--- config.mk ---
export PLATFORM = sky130hd
export DESIGN_NAME = rpac_rtc
export DESIGN_NICKNAME = d
export VERILOG_FILES = /design/src/pkg/rpac_pkg.sv /design/src/rtl/rpac_divider.sv /design/src/rtl/rpac_rtc.sv
export SDC_FILE = /design/constraint.sdc
export NUM_CORES = 1
export LEC_CHECK = 0
export ABC_AREA = 0
export ABC_CLOCK_PERIOD_IN_PS = 2800
export BUFFER_PORTS_ARGS = -buffer_cell sky130_fd_sc_hd__buf_4
export CAP_MARGIN = 20
export CORE_MARGIN = 3
export CORE_UTILIZATION = 55
export CTS_CLUSTER_SIZE = 10
export DETAILED_ROUTE_END_ITERATION = 7
export HOLD_SLACK_MARGIN = 0.02
export PLACE_DENSITY = 0.76
export SLEW_MARGIN = 20
export SYNTH_ARGS = -nofsm -noshare
export SYNTH_HDL_FRONTEND = slang
export SYNTH_SLANG_ARGS = --single-unit
--- constraint.sdc ---
create_clock -name clk -period 2.8 [get_ports clk]
set_clock_uncertainty 0.1 [all_clocks]
set_input_delay 0.28 -clock clk [delete_from_list [all_inputs] [get_ports clk]]
set_output_delay 0.28 -clock clk [all_outputs]
set_load 0.01 [all_outputs]
--- src/pkg/rpac_pkg.sv ---
// Constants shared by the real-time clock block: register offsets,
// control field positions, widths, reset values and divider figures.
// Assumes a 16-bit internal peripheral bus with byte addresses.
package rpac_pkg;

  // Bus widths.
  localparam int ADDR_W = 16;
  localparam int DATA_W = 16;

  // Register offsets on the internal peripheral bus.
  localparam logic [15:0] OFS_CTRL       = 16'hec00;
  localparam logic [15:0] OFS_PRESC_LO   = 16'hec06;
  localparam logic [15:0] OFS_PRESC_HI   = 16'hec08;
  localparam logic [15:0] OFS_DIV_LO     = 16'hec0a;
  localparam logic [15:0] OFS_DIV_HI     = 16'hec0c;
  localparam logic [15:0] OFS_TIME_LO    = 16'hec0e;
  localparam logic [15:0] OFS_TIME_HI    = 16'hec10;
  localparam logic [15:0] OFS_ALARM_LO   = 16'hec12;
  localparam logic [15:0] OFS_ALARM_HI   = 16'hec14;

  // Control register fields, all active high.
  localparam int CTRL_TICK_FLAG  = 0;
  localparam int CTRL_TICK_EN    = 1;
  localparam int CTRL_ALARM_FLAG = 2;
  localparam int CTRL_ALARM_EN   = 3;
  localparam int CTRL_OFF        = 4;
  localparam logic [4:0] CTRL_RESET = 5'h00;

  // Interrupt sources: index 0 is the tick, index 1 is the alarm.
  localparam int NUM_SRC = 2;
  localparam int SRC_FLAG_POS [NUM_SRC] = '{CTRL_TICK_FLAG, CTRL_ALARM_FLAG};
  localparam int SRC_EN_POS   [NUM_SRC] = '{CTRL_TICK_EN, CTRL_ALARM_EN};

  // Divider chain: fixed predivider, split programmable divider, time counter.
  localparam int PRE_DIV    = 64;
  localparam int PRE_W      = 6;
  localparam int DIV_HI_W   = 4;
  localparam int DIV_LO_W   = 16;
  localparam int DIV_W      = DIV_HI_W + DIV_LO_W;
  localparam int TIME_W     = 32;
  localparam int CHAIN_W    = PRE_W + DIV_W + TIME_W;
  localparam logic [PRE_W-1:0] PRE_LAST = 6'(PRE_DIV - 1);
  localparam logic [DIV_W-1:0] DIV_ONE  = 20'h00001;

  // Power-on values of the timing registers.
  localparam logic [DIV_W-1:0]  PRESC_RESET = 20'h00000;
  localparam logic [TIME_W-1:0] TIME_RESET  = 32'h0000_0000;

endpackage : rpac_pkg

--- src/rtl/rpac_divider.sv ---
// Fixed divide-by-64 predivider followed by the 20-bit reloadable divider.
// Assumes the caller gates it with run and pulses load after a prescale change.
`timescale 1ns/1ps
module rpac_divider (
  // Clock and power-on reset.
  input  wire logic                       clk,
  input  wire logic                       rst_b,
  // Control from the register file.
  input  wire logic                       run,
  input  wire logic                       load,
  input  wire logic [rpac_pkg::DIV_W-1:0] prescale,
  // Divider state and reference tick.
  output logic      [rpac_pkg::DIV_W-1:0] divCount,
  output logic                            tick
);
  import rpac_pkg::*;

  logic [PRE_W-1:0] preCount_ff;
  logic [DIV_W-1:0] divCount_ff;
  logic             tick_ff;
  logic             preStrobe;
  logic             divLast;

  // One enable pulse every 64 core clocks while running.
  assign preStrobe = run && (preCount_ff == PRE_LAST);
  // A count of zero also ends the period, so a zero prescale cannot hang.
  assign divLast   = (divCount_ff <= DIV_ONE);

  // Predivider; restarted on a prescale change so the new period is exact.
  always_ff @(posedge clk or negedge rst_b) begin
    if (!rst_b) begin
      preCount_ff <= '0;
    end else if (load) begin
      preCount_ff <= '0;
    end else if (run) begin
      preCount_ff <= preCount_ff + 6'h01;
    end
  end

  // Divider counts down the prescale value and reloads once per period.
  always_ff @(posedge clk or negedge rst_b) begin
    if (!rst_b) begin
      divCount_ff <= PRESC_RESET;
    end else if (load) begin
      divCount_ff <= prescale;
    end else if (preStrobe) begin
      if (divLast) begin
        divCount_ff <= prescale;
      end else begin
        divCount_ff <= divCount_ff - DIV_ONE;
      end
    end
  end

  // Reference tick: period is 64 times the prescale value in core clocks, and 64 clocks for a prescale of zero.
  always_ff @(posedge clk or negedge rst_b) begin
    if (!rst_b) begin
      tick_ff <= 1'b0;
    end else begin
      tick_ff <= preStrobe && divLast && !load;
    end
  end

  assign divCount = divCount_ff;
  assign tick     = tick_ff;

endmodule : rpac_divider

--- src/rtl/rpac_rtc.sv ---
// Real-time clock: register file on the internal peripheral bus, 32-bit
// time counter, alarm compare, two interrupt request lines and wake logic.
// Assumes clk is the crystal-derived core clock and rst_b is a power-on
// reset only; the chip's system reset is not wired to this block.
`timescale 1ns/1ps
module rpac_rtc (
  // Clock and power-on reset.
  input  wire logic                        clk,
  input  wire logic                        rst_b,
  // Internal peripheral bus slave, word access.
  input  wire logic                        busSel,
  input  wire logic                        busWr,
  input  wire logic                        busRd,
  input  wire logic [rpac_pkg::ADDR_W-1:0] busAddr,
  input  wire logic [rpac_pkg::DATA_W-1:0] busWrData,
  output logic      [rpac_pkg::DATA_W-1:0] busRdData,
  // Chip power state and wake permission from the system configuration.
  input  wire logic                        powerDown,
  input  wire logic                        powerdownWakeConfig,
  // Port 2 request lines, wake request and oscillator control.
  output logic                             tickIrqRequest,
  output logic                             alarmIrqRequest,
  output logic                             wakeReq,
  output logic                             oscOff
);
  import rpac_pkg::*;

  // Control bits.
  logic                 switchOffBit_ff;
  logic [NUM_SRC-1:0]   irqEnable_ff;
  logic [NUM_SRC-1:0]   irqFlag_ff;
  logic [NUM_SRC-1:0]   irqLine_ff;

  // Timing and alarm registers.
  logic [DIV_LO_W-1:0]  prescaleLower_ff;
  logic [DIV_HI_W-1:0]  prescaleUpper_ff;
  logic [TIME_W-1:0]    timeCount_ff;
  logic [TIME_W-1:0]    alarmValue_ff;
  logic                 prescaleLoad_ff;

  // Output flops.
  logic [DATA_W-1:0]    rdData_ff;
  logic                 wakeReq_ff;
  logic                 oscOff_ff;

  // Decode and datapath nets.
  logic                 wrHit;
  logic                 rdHit;
  logic                 wrCtrl;
  logic                 wrPrescLo;
  logic                 wrPrescHi;
  logic                 wrTimeLo;
  logic                 wrTimeHi;
  logic                 wrAlarmLo;
  logic                 wrAlarmHi;
  logic                 running;
  logic [DIV_W-1:0]     prescaleValue;
  logic [DIV_W-1:0]     divCount;
  logic                 divTick;
  logic                 refTick;
  logic [TIME_W-1:0]    nxt_timeCount;
  logic                 alarmMatch;
  logic [NUM_SRC-1:0]   srcEvent;
  logic [DATA_W-1:0]    ctrlView;
  logic [DATA_W-1:0]    rdMux;

  // Bus decode: one word per register at its byte offset.
  assign wrHit     = busSel && busWr;
  assign rdHit     = busSel && busRd;
  assign wrCtrl    = wrHit && (busAddr == OFS_CTRL);
  assign wrAlarmLo = wrHit && (busAddr == OFS_ALARM_LO);
  assign wrAlarmHi = wrHit && (busAddr == OFS_ALARM_HI);

  // Timing registers only accept writes while switch-off is set; other
  // writes are dropped silently so a running clock never jumps.
  assign wrPrescLo = wrHit && switchOffBit_ff && (busAddr == OFS_PRESC_LO);
  assign wrPrescHi = wrHit && switchOffBit_ff && (busAddr == OFS_PRESC_HI);
  assign wrTimeLo  = wrHit && switchOffBit_ff && (busAddr == OFS_TIME_LO);
  assign wrTimeHi  = wrHit && switchOffBit_ff && (busAddr == OFS_TIME_HI);

  // Counting runs only while switch-off is clear, power-down or not.
  assign running       = !switchOffBit_ff;
  assign prescaleValue = {prescaleUpper_ff, prescaleLower_ff};

  // Switch-off bit and the two enables; reset clears all control bits.
  always_ff @(posedge clk or negedge rst_b) begin
    if (!rst_b) begin
      switchOffBit_ff <= CTRL_RESET[CTRL_OFF];
      irqEnable_ff    <= '0;
    end else if (wrCtrl) begin
      switchOffBit_ff <= busWrData[CTRL_OFF];
      irqEnable_ff[0] <= busWrData[CTRL_TICK_EN];
      irqEnable_ff[1] <= busWrData[CTRL_ALARM_EN];
    end
  end

  // Prescale halves. The reset here is power-on only, so a system
  // reset that leaves rst_b high keeps the programmed rate.
  always_ff @(posedge clk or negedge rst_b) begin
    if (!rst_b) begin
      prescaleLower_ff <= PRESC_RESET[DIV_LO_W-1:0];
      prescaleUpper_ff <= PRESC_RESET[DIV_W-1:DIV_LO_W];
    end else begin
      if (wrPrescLo) begin
        prescaleLower_ff <= busWrData;
      end
      if (wrPrescHi) begin
        prescaleUpper_ff <= busWrData[DIV_HI_W-1:0];
      end
    end
  end

  // A prescale write reloads the divider on the following edge, once the
  // new value sits in the register.
  always_ff @(posedge clk or negedge rst_b) begin
    if (!rst_b) begin
      prescaleLoad_ff <= 1'b0;
    end else begin
      prescaleLoad_ff <= wrPrescLo || wrPrescHi;
    end
  end

  // Predivider and 20-bit divider; together with the time counter they
  // form the 58-bit chain, the low six bits internal to the divider.
  rpac_divider uDivider (
    .clk      (clk),
    .rst_b    (rst_b),
    .run      (running),
    .load     (prescaleLoad_ff),
    .prescale (prescaleValue),
    .divCount (divCount),
    .tick     (divTick)
  );

  // A tick that matures as the clock is switched off is discarded.
  assign refTick       = divTick && running;
  // The add is kept at 32 bits, so the maximum value rolls over to zero.
  assign nxt_timeCount = timeCount_ff + 32'h0000_0001;
  assign alarmMatch    = (nxt_timeCount == alarmValue_ff);

  // Time counter: loaded by software when stopped, else counts ticks.
  always_ff @(posedge clk or negedge rst_b) begin
    if (!rst_b) begin
      timeCount_ff <= TIME_RESET;
    end else if (wrTimeLo || wrTimeHi) begin
      if (wrTimeLo) begin
        timeCount_ff[DIV_LO_W-1:0] <= busWrData;
      end
      if (wrTimeHi) begin
        timeCount_ff[TIME_W-1:DIV_LO_W] <= busWrData;
      end
    end else if (refTick) begin
      timeCount_ff <= nxt_timeCount;
    end
  end

  // Alarm value is never write-protected, so it can be moved while running.
  always_ff @(posedge clk or negedge rst_b) begin
    if (!rst_b) begin
      alarmValue_ff <= TIME_RESET;
    end else begin
      if (wrAlarmLo) begin
        alarmValue_ff[DIV_LO_W-1:0] <= busWrData;
      end
      if (wrAlarmHi) begin
        alarmValue_ff[TIME_W-1:DIV_LO_W] <= busWrData;
      end
    end
  end

  // Source events: every tick, and the tick that makes the count equal
  // the alarm. Matching on the tick keeps one event per match.
  assign srcEvent[0] = refTick;
  assign srcEvent[1] = refTick && alarmMatch;

  // Per source: sticky flag and registered request line.
  generate
    for (genvar s = 0; s < NUM_SRC; s++) begin : gSrc
      // An enabled event sets the flag and beats a software write in the
      // same cycle; a write of zero otherwise clears it until the next event.
      always_ff @(posedge clk or negedge rst_b) begin
        if (!rst_b) begin
          irqFlag_ff[s] <= 1'b0;
        end else if (srcEvent[s] && irqEnable_ff[s]) begin
          irqFlag_ff[s] <= 1'b1;
        end else if (wrCtrl) begin
          irqFlag_ff[s] <= busWrData[SRC_FLAG_POS[s]];
        end
      end

      // The line rises one clock after the flag, giving the port the rising edge it
      // expects; a disabled source holds its line low.
      always_ff @(posedge clk or negedge rst_b) begin
        if (!rst_b) begin
          irqLine_ff[s] <= 1'b0;
        end else begin
          irqLine_ff[s] <= irqFlag_ff[s] && irqEnable_ff[s];
        end
      end
    end
  endgenerate

  // Wake request: a pending enabled request in power-down, when the
  // system configuration allows the clock to wake the chip. A delayed
  // wake-up is an alarm set the wanted number of ticks ahead.
  always_ff @(posedge clk or negedge rst_b) begin
    if (!rst_b) begin
      wakeReq_ff <= 1'b0;
    end else begin
      wakeReq_ff <= powerDown && powerdownWakeConfig && (|irqLine_ff);
    end
  end

  // The oscillator stops in power-down only when switched off.
  always_ff @(posedge clk or negedge rst_b) begin
    if (!rst_b) begin
      oscOff_ff <= 1'b0;
    end else begin
      oscOff_ff <= powerDown && switchOffBit_ff;
    end
  end

  // Control as read back; unused upper bits read zero.
  always_comb begin
    ctrlView                  = '0;
    ctrlView[CTRL_TICK_FLAG]  = irqFlag_ff[0];
    ctrlView[CTRL_TICK_EN]    = irqEnable_ff[0];
    ctrlView[CTRL_ALARM_FLAG] = irqFlag_ff[1];
    ctrlView[CTRL_ALARM_EN]   = irqEnable_ff[1];
    ctrlView[CTRL_OFF]        = switchOffBit_ff;
  end

  // Read multiplexer; unmapped addresses read zero.
  always_comb begin
    rdMux = '0;
    case (busAddr)
      OFS_CTRL:     rdMux = ctrlView;
      OFS_PRESC_LO: rdMux = prescaleLower_ff;
      OFS_PRESC_HI: rdMux = {12'h000, prescaleUpper_ff};
      OFS_DIV_LO:   rdMux = divCount[DIV_LO_W-1:0];
      OFS_DIV_HI:   rdMux = {12'h000, divCount[DIV_W-1:DIV_LO_W]};
      OFS_TIME_LO:  rdMux = timeCount_ff[DIV_LO_W-1:0];
      OFS_TIME_HI:  rdMux = timeCount_ff[TIME_W-1:DIV_LO_W];
      OFS_ALARM_LO: rdMux = alarmValue_ff[DIV_LO_W-1:0];
      OFS_ALARM_HI: rdMux = alarmValue_ff[TIME_W-1:DIV_LO_W];
      default:      rdMux = '0;
    endcase
  end

  // Read data is registered and held until the next read, so the two
  // halves of a running counter are sampled one read apart; software
  // that needs a coherent value stops the clock first.
  always_ff @(posedge clk or negedge rst_b) begin
    if (!rst_b) begin
      rdData_ff <= '0;
    end else if (rdHit) begin
      rdData_ff <= rdMux;
    end
  end

  // Outputs straight from flops.
  assign busRdData       = rdData_ff;
  assign tickIrqRequest  = irqLine_ff[0];
  assign alarmIrqRequest = irqLine_ff[1];
  assign wakeReq         = wakeReq_ff;
  assign oscOff          = oscOff_ff;

endmodule : rpac_rtc

==> results.py, run 1 <==
metrics = {
    "run_status": {
        "run_status": "finished clean",
    },
    "finish": {
        "nets": 1049,
        "multi_input_area_sq_mm": 0.00461,
        "fill_cells": 1122,
        "layout_commonest_cell": "buf_4",
        "seqCellArea_sq_mm": 0.00343,
        "area_growth_pct": 23.4,
        "final_cell_mix": "151 x buf_4, 136 x dfrtp_1, 75 x a21oi_1",
        "drive_gt1_frac": 0.269,
        "fin_area_sq_mm": 0.0102,
        "n_antenna_cell": 0,
    },
    "placed_design": {
        "io_buffers": 58,
        "postPlaceCellArea_sq_mm": 0.00940,
        "routabilityCongestion": 1.03,
        "place_hpwl_microns": 20500,
    },
    "floorplan": {
        "core_sq_mm": 0.0146,
        "rows": 44,
        "io_pins": 59,
        "die_h_microns": 128,
        "dieArea_sq_mm": 0.0165,
        "start_util": 0.565,
        "fp.dieW_microns": 128,
    },
    "drt": {
        "wl_per_cell_microns": 23.3,
        "routed_wl_microns": 28000,
        "drcViolationCount": 0,
        "initialDrtViolationCount": 1016,
        "num_vias": 8124,
        "detail-route-antenna-nets": 0,
        "vias_per_cell": 6.75,
        "firstDrtPassIters": 6,
    },
    "synth": {
        "ys_warn_count": 0,
        "synth-edff-count": 0,
        "synth_cells": 893,
        "synth_top_area_frac": 0.416,
        "netlist_area_sq_mm": 0.00824,
        "syn_nets": 936,
        "syn_area_per_cell_sq_um": 9.22,
        "yosys-top-cells-area": "dfrtp_1 42%, mux2_2 7.4%, a22oi_1 4.8%, a21oi_1 4.6%, o21ai_0 3.9%",
        "ys_seq_area_frac": 0.416,
        "async_flop_share": 1.00,
        "synthFlopType": "dfrtp_1",
        "yosysTopAreaCell": "dfrtp_1",
        "synth-seq-cells": 137,
        "post_synth_num_cell_types": 68,
    },
    "timing": {
        "fin_crit_sh": 0.976,
        "grt_setup_unrepaired": "true",
        "worst_slew_pin_slew_ns": 0.762,
        "finalMaxSlewViolations": 0,
        "setup_viol": 0,
        "finalHoldViolCount": 0,
        "max_freq_ghz": 0.366,
        "period_needed_ns": 2.73,
        "slew-limit-headroom": 0.490,
    },
    "cts": {
        "cts_tree": "yes",
        "htreeDepth": 4,
        "cts_root_buf": "clkbuf_16",
        "numCtsBuffers": 17,
        "cts.clk_slew.worst_paths_ns": 0.07,
        "worstSkewPairLatency_ns": 0.44,
        "cts_buffer_depth": 2,
        "cts_sinks": 137,
    },
    "power_and_ir_drop": {
        "power.density_mw_per_mm2": 582,
        "total_power_uw": 5920,
        "vdd_drop_max_mv": 0.857,
        "leakage_uw": 0.00455,
    },
    "worst_setup_path": {
        "ff2ff_setup_slack_ns": 0.07,
        "cp-start-kind": "flop",
        "worst_setup_path_end_kind": "flop",
        "reg2regPathDepth": 8,
        "cp_max_fo": 3,
        "worstPathRequired_ns": 3.06,
        "critPathArrivalTime_ns": 2.99,
        "critPathKind": "flop to flop",
    },
    "hold_path": {
        "whs_path_depth": 2,
        "hp-class": "input port to flop",
    },
    "global_route": {
        "grt_pass1_wl_microns": 43900,
        "grt_usage": 0.347,
        "grt_pass1_vias": 7662,
        "grt_antenna_before_repair": 0,
        "grt_max_degree": 59,
        "grt-ovfl-total": 0,
    },
    "job": {
        "maxCapViolCount": 0,
    },
}
[routing by layer]
metal,global-route usage,wire (microns),up-vias
li1,-,-,3594
met1,0.497,11700,3989
met2,0.523,12900,479
met3,0.0826,2720,62
met4,0.110,690,0
met5,0,0,-
[registers in the layout, summed over array words and instances (netlist names), 2 cells and up]
name / count
timeCount_ff: 32
uDivider.preCount_ff: 6
ctrlView: 2
alarmValue_ff: 32
uDivider.divCount: 20
busRdData: 16
prescaleUpper_ff: 4
irqEnable_ff: 2
prescaleLower_ff: 16
[report_power, final]
part,internal [uW],switching (uW),total [uW]
Sequential,2110,158,2270
Clock,1210,1040,2250
Combinational,537,861,1400
Total,3860,2060,5920
[cells in the mapped netlist, types with 14 or more instances]
| library cell | number |
|---|---|
| inv_1 | 15 |
| nor3_1 | 24 |
| mux2_2 | 54 |
| nor2_1 | 66 |
| nand4_1 | 18 |
| nand2_1 | 48 |
| dfrtp_1 | 137 |
| clkbuf_1 | 57 |
| a21oi_1 | 75 |
| a22oi_1 | 53 |
| nand3_1 | 41 |
| o21ai_0 | 65 |
| xnor2_1 | 34 |
| nor4_1 | 14 |
| a22o_1 | 16 |
[through the flow]
| step | setup TNS [ns] | instances | utilization | hold slack, ns | setup WS [ns] |
|---|---|---|---|---|---|
| 2_1_floorplan | 0 | 893 | - | -0.116 | 0.00707 |
| 3_3_place_gp | 0 | 1163 | 0.645 | 0.153 | 0.0344 |
| 3_5_place_dp | 0 | 1163 | 0.645 | 0.151 | 0.00348 |
| 4_1_cts | 0 | 1200 | 0.690 | 0.0227 | 0.0180 |
| 5_1_grt | -0.0436 | 1203 | 0.697 | 0.0291 | -0.0436 |
| 6_report | 0 | 1203 | 0.697 | 0.0356 | 0.0679 |
[cells by family (layout without fill, tap and decap cells)]
kind of cell / Yosys count / after routing / share of synthesized area
buffers and inverters: 80 / 206 / 0.0383
AND/OR/NAND/NOR: 284 / 284 / 0.183
XOR/XNOR: 47 / 47 / 0.0500
AO/OA/AOI/OAI: 276 / 276 / 0.219
adder cells (fa/ha/maj): 4 / 4 / 0.00608
multiplexers: 65 / 65 / 0.0872
flip-flops: 137 / 137 / 0.416
[final timing paths]
kind | start | to
max | timeCount_ff[0] | ctrlView[2]
min reg2reg | busRdData[9] | busRdData[9]
min | busWrData[0] | ctrlView[0]
min in group asynchronous | rst_b | timeCount_ff[0]
max reg2reg | timeCount_ff[0] | ctrlView[2]
max in group asynchronous | rst_b | busRdData[14]
[critical path, stage by stage, from the launching register on]
cell and delay [ns]:
dfrtp_1 0.38, ha_4 0.16, nand3_4 0.08, or4_4 0.42, or3_4 0.41, a2111oi_4 0.28
nand4_1 0.17, or4_4 0.54, o21ai_2 0.12
[repair_timing]
item / 4_1_cts / 5_1_grt
hold endpoints to repair: 51 / 0
pin swaps: 3 / 4
endpoints found under the setup margin: 1 / 1
buffers inserted: 0 / 3
hold buffers: 5 / 0
gates resized for setup: 3 / 14
cloned: 0 / 0
[cell type report]
type	instances	area share
multi-input cells	676	0.454
flip-flops and latches	137	0.337
repair buffers	159	0.122
clock buffers	17	0.0419
well taps	184	0.0227
clock inverters	15	0.0171
inverters	15	0.00554
(Power assumes the default switching activity.)
==> inputs of run 2 (changes only) <==
--- a/config.mk
+++ b/config.mk
@@ -6,15 +6,15 @@
 export NUM_CORES = 1
 export LEC_CHECK = 0
 export ABC_AREA = 0
-export ABC_CLOCK_PERIOD_IN_PS = 2800
+export ABC_CLOCK_PERIOD_IN_PS = 3200
 export BUFFER_PORTS_ARGS = -buffer_cell sky130_fd_sc_hd__buf_4
 export CAP_MARGIN = 20
 export CORE_MARGIN = 3
-export CORE_UTILIZATION = 55
+export CORE_UTILIZATION = 66
 export CTS_CLUSTER_SIZE = 10
 export DETAILED_ROUTE_END_ITERATION = 7
 export HOLD_SLACK_MARGIN = 0.02
-export PLACE_DENSITY = 0.76
+export PLACE_DENSITY = 0.85
 export SLEW_MARGIN = 20
 export SYNTH_ARGS = -nofsm -noshare
 export SYNTH_HDL_FRONTEND = slang
==> constraint.sdc (replaced) <==
create_clock -name clk -period 3.2 [get_ports clk]
set_clock_uncertainty 0.1 [all_clocks]
set_input_delay 0.32 -clock clk [delete_from_list [all_inputs] [get_ports clk]]
set_output_delay 0.32 -clock clk [all_outputs]
set_load 0.01 [all_outputs]
==> results.py, run 2 (synthesis results as in run 1) <==
metrics = {
    "power_and_ir_drop": {
        "p_int_uw": 3380,
        "leakage_uw": 0.00431,
        "p_sw_uw": 1850,
        "clkPwrFrac": 0.373,
        "vdd_drop_max_mv": 0.852,
        "switching_share": 0.353,
        "p_comb_frac": 0.240,
        "p_seq_frac": 0.387,
        "power.density_mw_per_mm2": 540,
    },
    "drt": {
        "initialDrtViolationCount": 1657,
        "num_vias": 8179,
        "routed_wl_microns": 28700,
        "vias_per_cell": 7.15,
        "drcViolationCount": 0,
        "detail-route-antenna-nets": 0,
        "firstDrtPassIters": 7,
        "wl_per_cell_microns": 25.1,
    },
    "global_route": {
        "grt_pass1_vias": 7842,
        "use_met1": 0.565,
        "grt_usage": 0.413,
        "grt_use_met3": 0.108,
        "grt-ovfl-total": 0,
        "grt_max_degree": 61,
        "grt.busiest_layer": "met2",
        "grt_antenna_before_repair": 0,
        "use_met2": 0.636,
        "grt_pass1_wl_microns": 44500,
    },
    "cts": {
        "worstSkewPairLatency_ns": 0.44,
        "cts_sinks": 137,
        "cts_tree": "yes",
        "cts.clk_slew.worst_paths_ns": 0.07,
        "cts_buffer_depth": 2,
        "htreeDepth": 4,
        "numCtsBuffers": 17,
        "cts_root_buf": "clkbuf_16",
    },
    "timing": {
        "fin_ws_ns": 0.0953,
        "finalHoldViolCount": 0,
        "slew-limit-headroom": 0.245,
        "fin_crit_sh": 0.970,
        "worst_slew_pin_slew_ns": 1.13,
        "max_freq_ghz": 0.322,
        "period_needed_ns": 3.10,
        "setup_viol": 0,
        "setup_tns_ns": 0,
        "grt_setup_unrepaired": "false",
        "worst_hold_slack_ns": 0.0353,
        "finalMaxSlewViolations": 0,
    },
    "placed_design": {
        "routabilityCongestion": 1.05,
        "place_hpwl_microns": 20500,
        "postPlaceCellArea_sq_mm": 0.00908,
        "io_buffers": 58,
        "preCtsSetupSlack_ns": 0.164,
    },
    "worst_setup_path": {
        "cp-startpoint": "timeCount_ff[1]",
        "cp_max_fo": 5,
        "worstReg2RegStart": "timeCount_ff[1]",
        "worstPathRequired_ns": 3.46,
        "cp-start-kind": "flop",
        "critPathArrivalTime_ns": 3.37,
        "worst_setup_path_end_kind": "flop",
        "critPathKind": "flop to flop",
    },
    "hold_path": {
        "hp-start": "powerdownWakeConfig",
        "hp-class": "input port to flop",
    },
    "finish": {
        "area_growth_pct": 17.4,
        "drive_gt1_frac": 0.226,
        "nets": 1006,
        "layout_commonest_cell": "dfrtp_1",
        "fin_area_sq_mm": 0.00967,
        "final_cell_mix": "137 x dfrtp_1, 112 x buf_4, 74 x a21oi_1",
        "n_antenna_cell": 0,
    },
    "job": {
        "maxCapViolCount": 0,
    },
    "run_status": {
        "run_status": "finished clean",
    },
    "floorplan": {
        "io_pins": 59,
        "dieArea_sq_mm": 0.0139,
        "die_h_microns": 118,
        "fp.dieW_microns": 118,
        "core_sq_mm": 0.0121,
        "rows": 40,
        "start_util": 0.680,
    },
}
-- run 2: cell count changes in the layout (fill, tap and decap cells not counted), moves of 3 or more --
cell,change
or4_4,-3
clkinv_8,-4
or4_1,+3
a2111oi_0,+3
buf_4,-39
dlygate4sd3_1,-3
inv_8,-3
-- run 2: worst max-delay path, cell delays in order, from the launching register on --
cell and delay [ns]:
dfrtp_1 0.36, ha_1 0.25, nand3_2 0.11, or4_4 0.59, or3_1 0.42, a2111oi_2 0.38, nand4_1 0.15, or4_1 0.55
o21ai_1 0.13
-- run 2: path summary, 6_finish.rpt --
| kind | end | slack, ns | depth (start not counted) |
|---|---|---|---|
| setup / recovery | ctrlView[2] | 0.1 | 8 |
| hold / removal | wakeReq | 0.04 | 2 |
| setup reg to reg | ctrlView[2] | 0.1 | 8 |
| hold reg to reg | busRdData[7] | 0.41 | 1 |
| max in group asynchronous | busRdData[11] | 1.85 | 3 |
| min in group asynchronous | tickIrqRequest | 0.35 | 2 |
-- run 2: metrics by stage --
step            util  std cells  total power (uW)
6_report       0.798       1144              5220
5_1_grt        0.798       1144              5410
4_1_cts        0.798       1144              5140
3_5_place_dp   0.749       1110              3200
3_3_place_gp   0.749       1110              3080
2_1_floorplan      -        893              2750
-- run 2: final cells by class --
class / instances / area [sq um]
Sequential cell: 137 / 3430
Timing Repair Buffer: 116 / 892
Tap cell: 168 / 210
Fill cell: 746 / 2440
Inverter: 15 / 56.3
Clock buffer: 18 / 429
Clock inverter: 14 / 139
Multi-Input combinational cell: 676 / 4520
-- run 2: per-layer routing --
| metal | wire [microns] | share of wire |
|---|---|---|
| met2 | 13200 | 0.46 |
| met3 | 3410 | 0.12 |
| met4 | 990 | 0.035 |
| met1 | 11100 | 0.39 |
| met5 | 0 | 0 |
-- run 2: timing repair --
action | in CTS | in global routing
buffers inserted | 0 | 0
hold buffers | 2 | 0
endpoints found under the setup margin | 0 | 3
endpoints found under the hold margin | 59 | 0
resized for setup | 0 | 1
-- run 2: power groups by stage --
stage | Clock, uW | Sequential, uW | Combinational, uW
6_report | 1950 | 2020 | 1250
5_1_grt | 2020 | 2040 | 1350
4_1_cts | 1930 | 2010 | 1200
3_5_place_dp | 0 | 2040 | 1160
3_3_place_gp | 0 | 2020 | 1060
2_1_floorplan | 0 | 1980 | 770
==> inputs of run 3 (changes only) <==
--- a/config.mk
+++ b/config.mk
@@ -5,11 +5,11 @@
 export SDC_FILE = /design/constraint.sdc
 export NUM_CORES = 1
 export LEC_CHECK = 0
-export ABC_AREA = 0
+export ABC_AREA = 1
 export ABC_CLOCK_PERIOD_IN_PS = 3200
 export BUFFER_PORTS_ARGS = -buffer_cell sky130_fd_sc_hd__buf_4
 export CAP_MARGIN = 20
-export CORE_MARGIN = 3
+export CORE_MARGIN = 2
 export CORE_UTILIZATION = 66
 export CTS_CLUSTER_SIZE = 10
 export DETAILED_ROUTE_END_ITERATION = 7
==> results.py, run 3 <==
metrics = {
    "synth": {
        "async_flop_share": 1.00,
        "synth_cells": 1293,
        "synth_common_cells": "443 x nand2_1, 145 x inv_1, 143 x nor2_1",
        "synth-edff-count": 0,
        "syn_nets": 1336,
        "yosys-top-cells-area": "dfrtp_1 40%, nand2_1 19%, o21ai_0 7.7%, nand3_1 7.2%, inv_1 6.4%",
        "synth_compound_area_frac": 0.129,
        "synth-seq-cells": 137,
        "synth_top_family_by_area": "simple AND/OR/NAND/NOR gates",
        "synthFlopType": "dfrtp_1",
        "ys_warn_count": 0,
        "syn_area_per_cell_sq_um": 6.63,
        "ys_seq_area_frac": 0.400,
        "post_synth_num_cell_types": 30,
        "yosysMostFrequentCell": "nand2_1",
        "synth_top_area_frac": 0.400,
        "yosysTopAreaCell": "dfrtp_1",
        "synth_xor_area_frac": 0.0165,
        "synth-simple-area-share": 0.366,
        "synth_fa_ha_area_frac": 0.00584,
        "synth_mux_area_frac": 0,
        "netlist_area_sq_mm": 0.00857,
    },
    "placed_design": {
        "postPlaceCellArea_sq_mm": 0.00920,
        "io_buffers": 58,
        "routabilityCongestion": 0.965,
        "place_hpwl_microns": 19600,
    },
    "cts": {
        "cts.clk_slew.worst_paths_ns": 0.06,
        "cts_root_buf": "clkbuf_16",
        "numCtsBuffers": 17,
        "cts_buffer_depth": 2,
        "cts_tree": "yes",
        "cts_sinks": 137,
        "htreeDepth": 4,
        "worstSkewPairLatency_ns": 0.43,
    },
    "power_and_ir_drop": {
        "p_seq_frac": 0.314,
        "vdd_drop_max_mv": 0.879,
        "switching_share": 0.427,
        "clkPwrFrac": 0.280,
        "p_comb_frac": 0.407,
        "p_int_uw": 4650,
        "power.density_mw_per_mm2": 821,
        "leakage_uw": 0.00482,
        "p_sw_uw": 3470,
    },
    "worst_setup_path": {
        "ff2ff_setup_slack_ns": 0.28,
        "critPathKind": "flop to flop",
        "critPathArrivalTime_ns": 3.12,
        "cp_max_fo": 29,
        "cp-start-kind": "flop",
        "worst_setup_path_end_kind": "flop",
        "reg2regPathDepth": 12,
        "worstPathRequired_ns": 3.40,
        "worstReg2RegStart": "uDivider.divCount[0]",
        "regToRegEndpoint": "uDivider.divCount[4]",
    },
    "finish": {
        "area_growth_pct": 15.4,
        "fin_area_sq_mm": 0.00989,
        "n_antenna_cell": 0,
        "final_cell_mix": "443 x nand2_1, 145 x inv_1, 143 x nor2_1",
        "layout_commonest_cell": "nand2_1",
        "multi_input_area_sq_mm": 0.00443,
        "drive_gt1_frac": 0.0908,
        "fill_cells": 965,
        "seqCellArea_sq_mm": 0.00343,
        "nets": 1396,
    },
    "hold_path": {
        "whs_path_depth": 2,
        "hp-class": "input port to flop",
        "holdPathEnd": "wakeReq",
        "hp-start": "powerdownWakeConfig",
    },
    "global_route": {
        "grt-ovfl-total": 0,
        "grt_max_degree": 88,
        "grt_usage": 0.406,
        "grt_pass1_wl_microns": 44000,
        "grt_pass1_vias": 8536,
        "grt_antenna_before_repair": 0,
    },
    "drt": {
        "drcViolationCount": 0,
        "initialDrtViolationCount": 1214,
        "detail-route-antenna-nets": 0,
        "firstDrtPassIters": 6,
        "highest_layer": "met4",
        "num_vias": 9350,
        "met2_length_microns": 12300,
        "wl_per_cell_microns": 18.1,
        "vias_per_cell": 6.08,
        "routed_wl_microns": 27800,
        "wl_met3_microns": 2830,
        "wl_met1_microns": 11300,
    },
    "timing": {
        "fin_crit_sh": 0.913,
        "worst_slew_pin_slew_ns": 0.934,
        "slew-limit-headroom": 0.376,
        "max_freq_ghz": 0.342,
        "period_needed_ns": 2.92,
        "setup_tns_ns": 0,
        "setup_viol": 0,
        "finalMaxSlewViolations": 0,
        "finalHoldViolCount": 0,
        "grt_setup_unrepaired": "false",
    },
    "run_status": {
        "run_status": "finished clean",
    },
    "floorplan": {
        "start_util": 0.676,
        "io_pins": 59,
        "dieArea_sq_mm": 0.0139,
        "fp.dieW_microns": 118,
        "rows": 41,
        "die_h_microns": 118,
        "core_sq_mm": 0.0127,
    },
    "job": {
        "maxCapViolCount": 0,
    },
}
[run 3: cell types whose count changed in the layout (fill, tap and decap cells not counted), moves of 29 or more]
cell / previous run / this run
nand3_1: 41 / 124
o21ai_0: 63 / 131
inv_1: 15 / 145
buf_4: 112 / 72
a21oi_1: 74 / 12
nor2_1: 66 / 143
mux2_2: 54 / 0
xnor2_1: 34 / 2
o22ai_1: 2 / 31
a22oi_1: 53 / 0
nand2_1: 48 / 443
[run 3: power groups by stage]
stage	Sequential (uW)	Clock [uW]	Combinational, uW
after CTS	2510	2250	3190
after detailed placement	2530	0	3110
after global placement	2530	0	3020
final	2550	2270	3300
after floorplan	2380	0	2480
after global routing	2580	2330	3660
[run 3: repair_timing]
| item | CTS | global route |
|---|---|---|
| gates resized for setup | 0 | 0 |
| hold buffers | 2 | 0 |
| buffers inserted | 0 | 0 |
| endpoints found under the hold margin | 87 | 0 |
| setup endpoints to repair | 0 | 0 |
[run 3: area by class of cell]
cell class                      instances  area share
Clock buffer                           20      0.0462
Clock inverter                         12      0.0221
Inverter                              147      0.0558
Multi-Input combinational cell        974       0.448
Sequential cell                       137       0.347
Tap cell                              172      0.0218
Timing Repair Buffer                   76      0.0598
[run 3: how the worst max path moves through the flow]
stage	start	to	slack (ns)	cells after the start
4_1_cts	uDivider.divCount[0]	uDivider.divCount[10]	0.40	12
6_report	uDivider.divCount[0]	uDivider.divCount[4]	0.28	12
5_1_grt	uDivider.divCount[0]	uDivider.divCount[10]	0.14	12
2_1_floorplan	uDivider.divCount[0]	uDivider.divCount[10]	1.12	13
3_5_place_dp	uDivider.divCount[0]	uDivider.divCount[4]	0.47	12
3_3_place_gp	uDivider.divCount[0]	uDivider.divCount[4]	0.64	12
[run 3: cell families after synthesis]
group                    Yosys count
flip-flops                       137
buffers and inverters            182
AND/OR/NAND/NOR                  754
adder cells (fa/ha/maj)            4
AO/OA/AOI/OAI                    203
XOR/XNOR                          13
[run 3: worst max-delay path, cell delays in order (launching register included)]
cell      delay, ns
dfrtp_1        0.37
inv_1          0.10
ha_1           0.24
nand2_1        0.09
nor2_1         0.07
nand2_1        0.23
nand2_1        0.09
nand3_1        0.12
nand2_2        0.19
inv_1          0.72
o21ai_0        0.22
o211ai_1       0.13
o21ai_0        0.11
[run 3: routing by layer]
layer,GRT usage,vias up
li1,-,4298
met3,0.0809,122
met1,0.555,4318
met2,0.621,612
met4,0.196,0
met5,0,-
[run 3: metrics by stage]
step / std cells / util / setup slack, ns / total power (uW) / hold slack [ns]
after floorplan: 1293 / - / 1.12 / 4870 / -0.0756
after global placement: 1504 / 0.726 / 0.637 / 5540 / 0.344
after detailed placement: 1504 / 0.726 / 0.467 / 5640 / 0.338
after CTS: 1538 / 0.781 / 0.399 / 7950 / 0.0540
after global routing: 1538 / 0.781 / 0.137 / 8570 / 0.0466
final: 1538 / 0.781 / 0.278 / 8120 / 0.0495
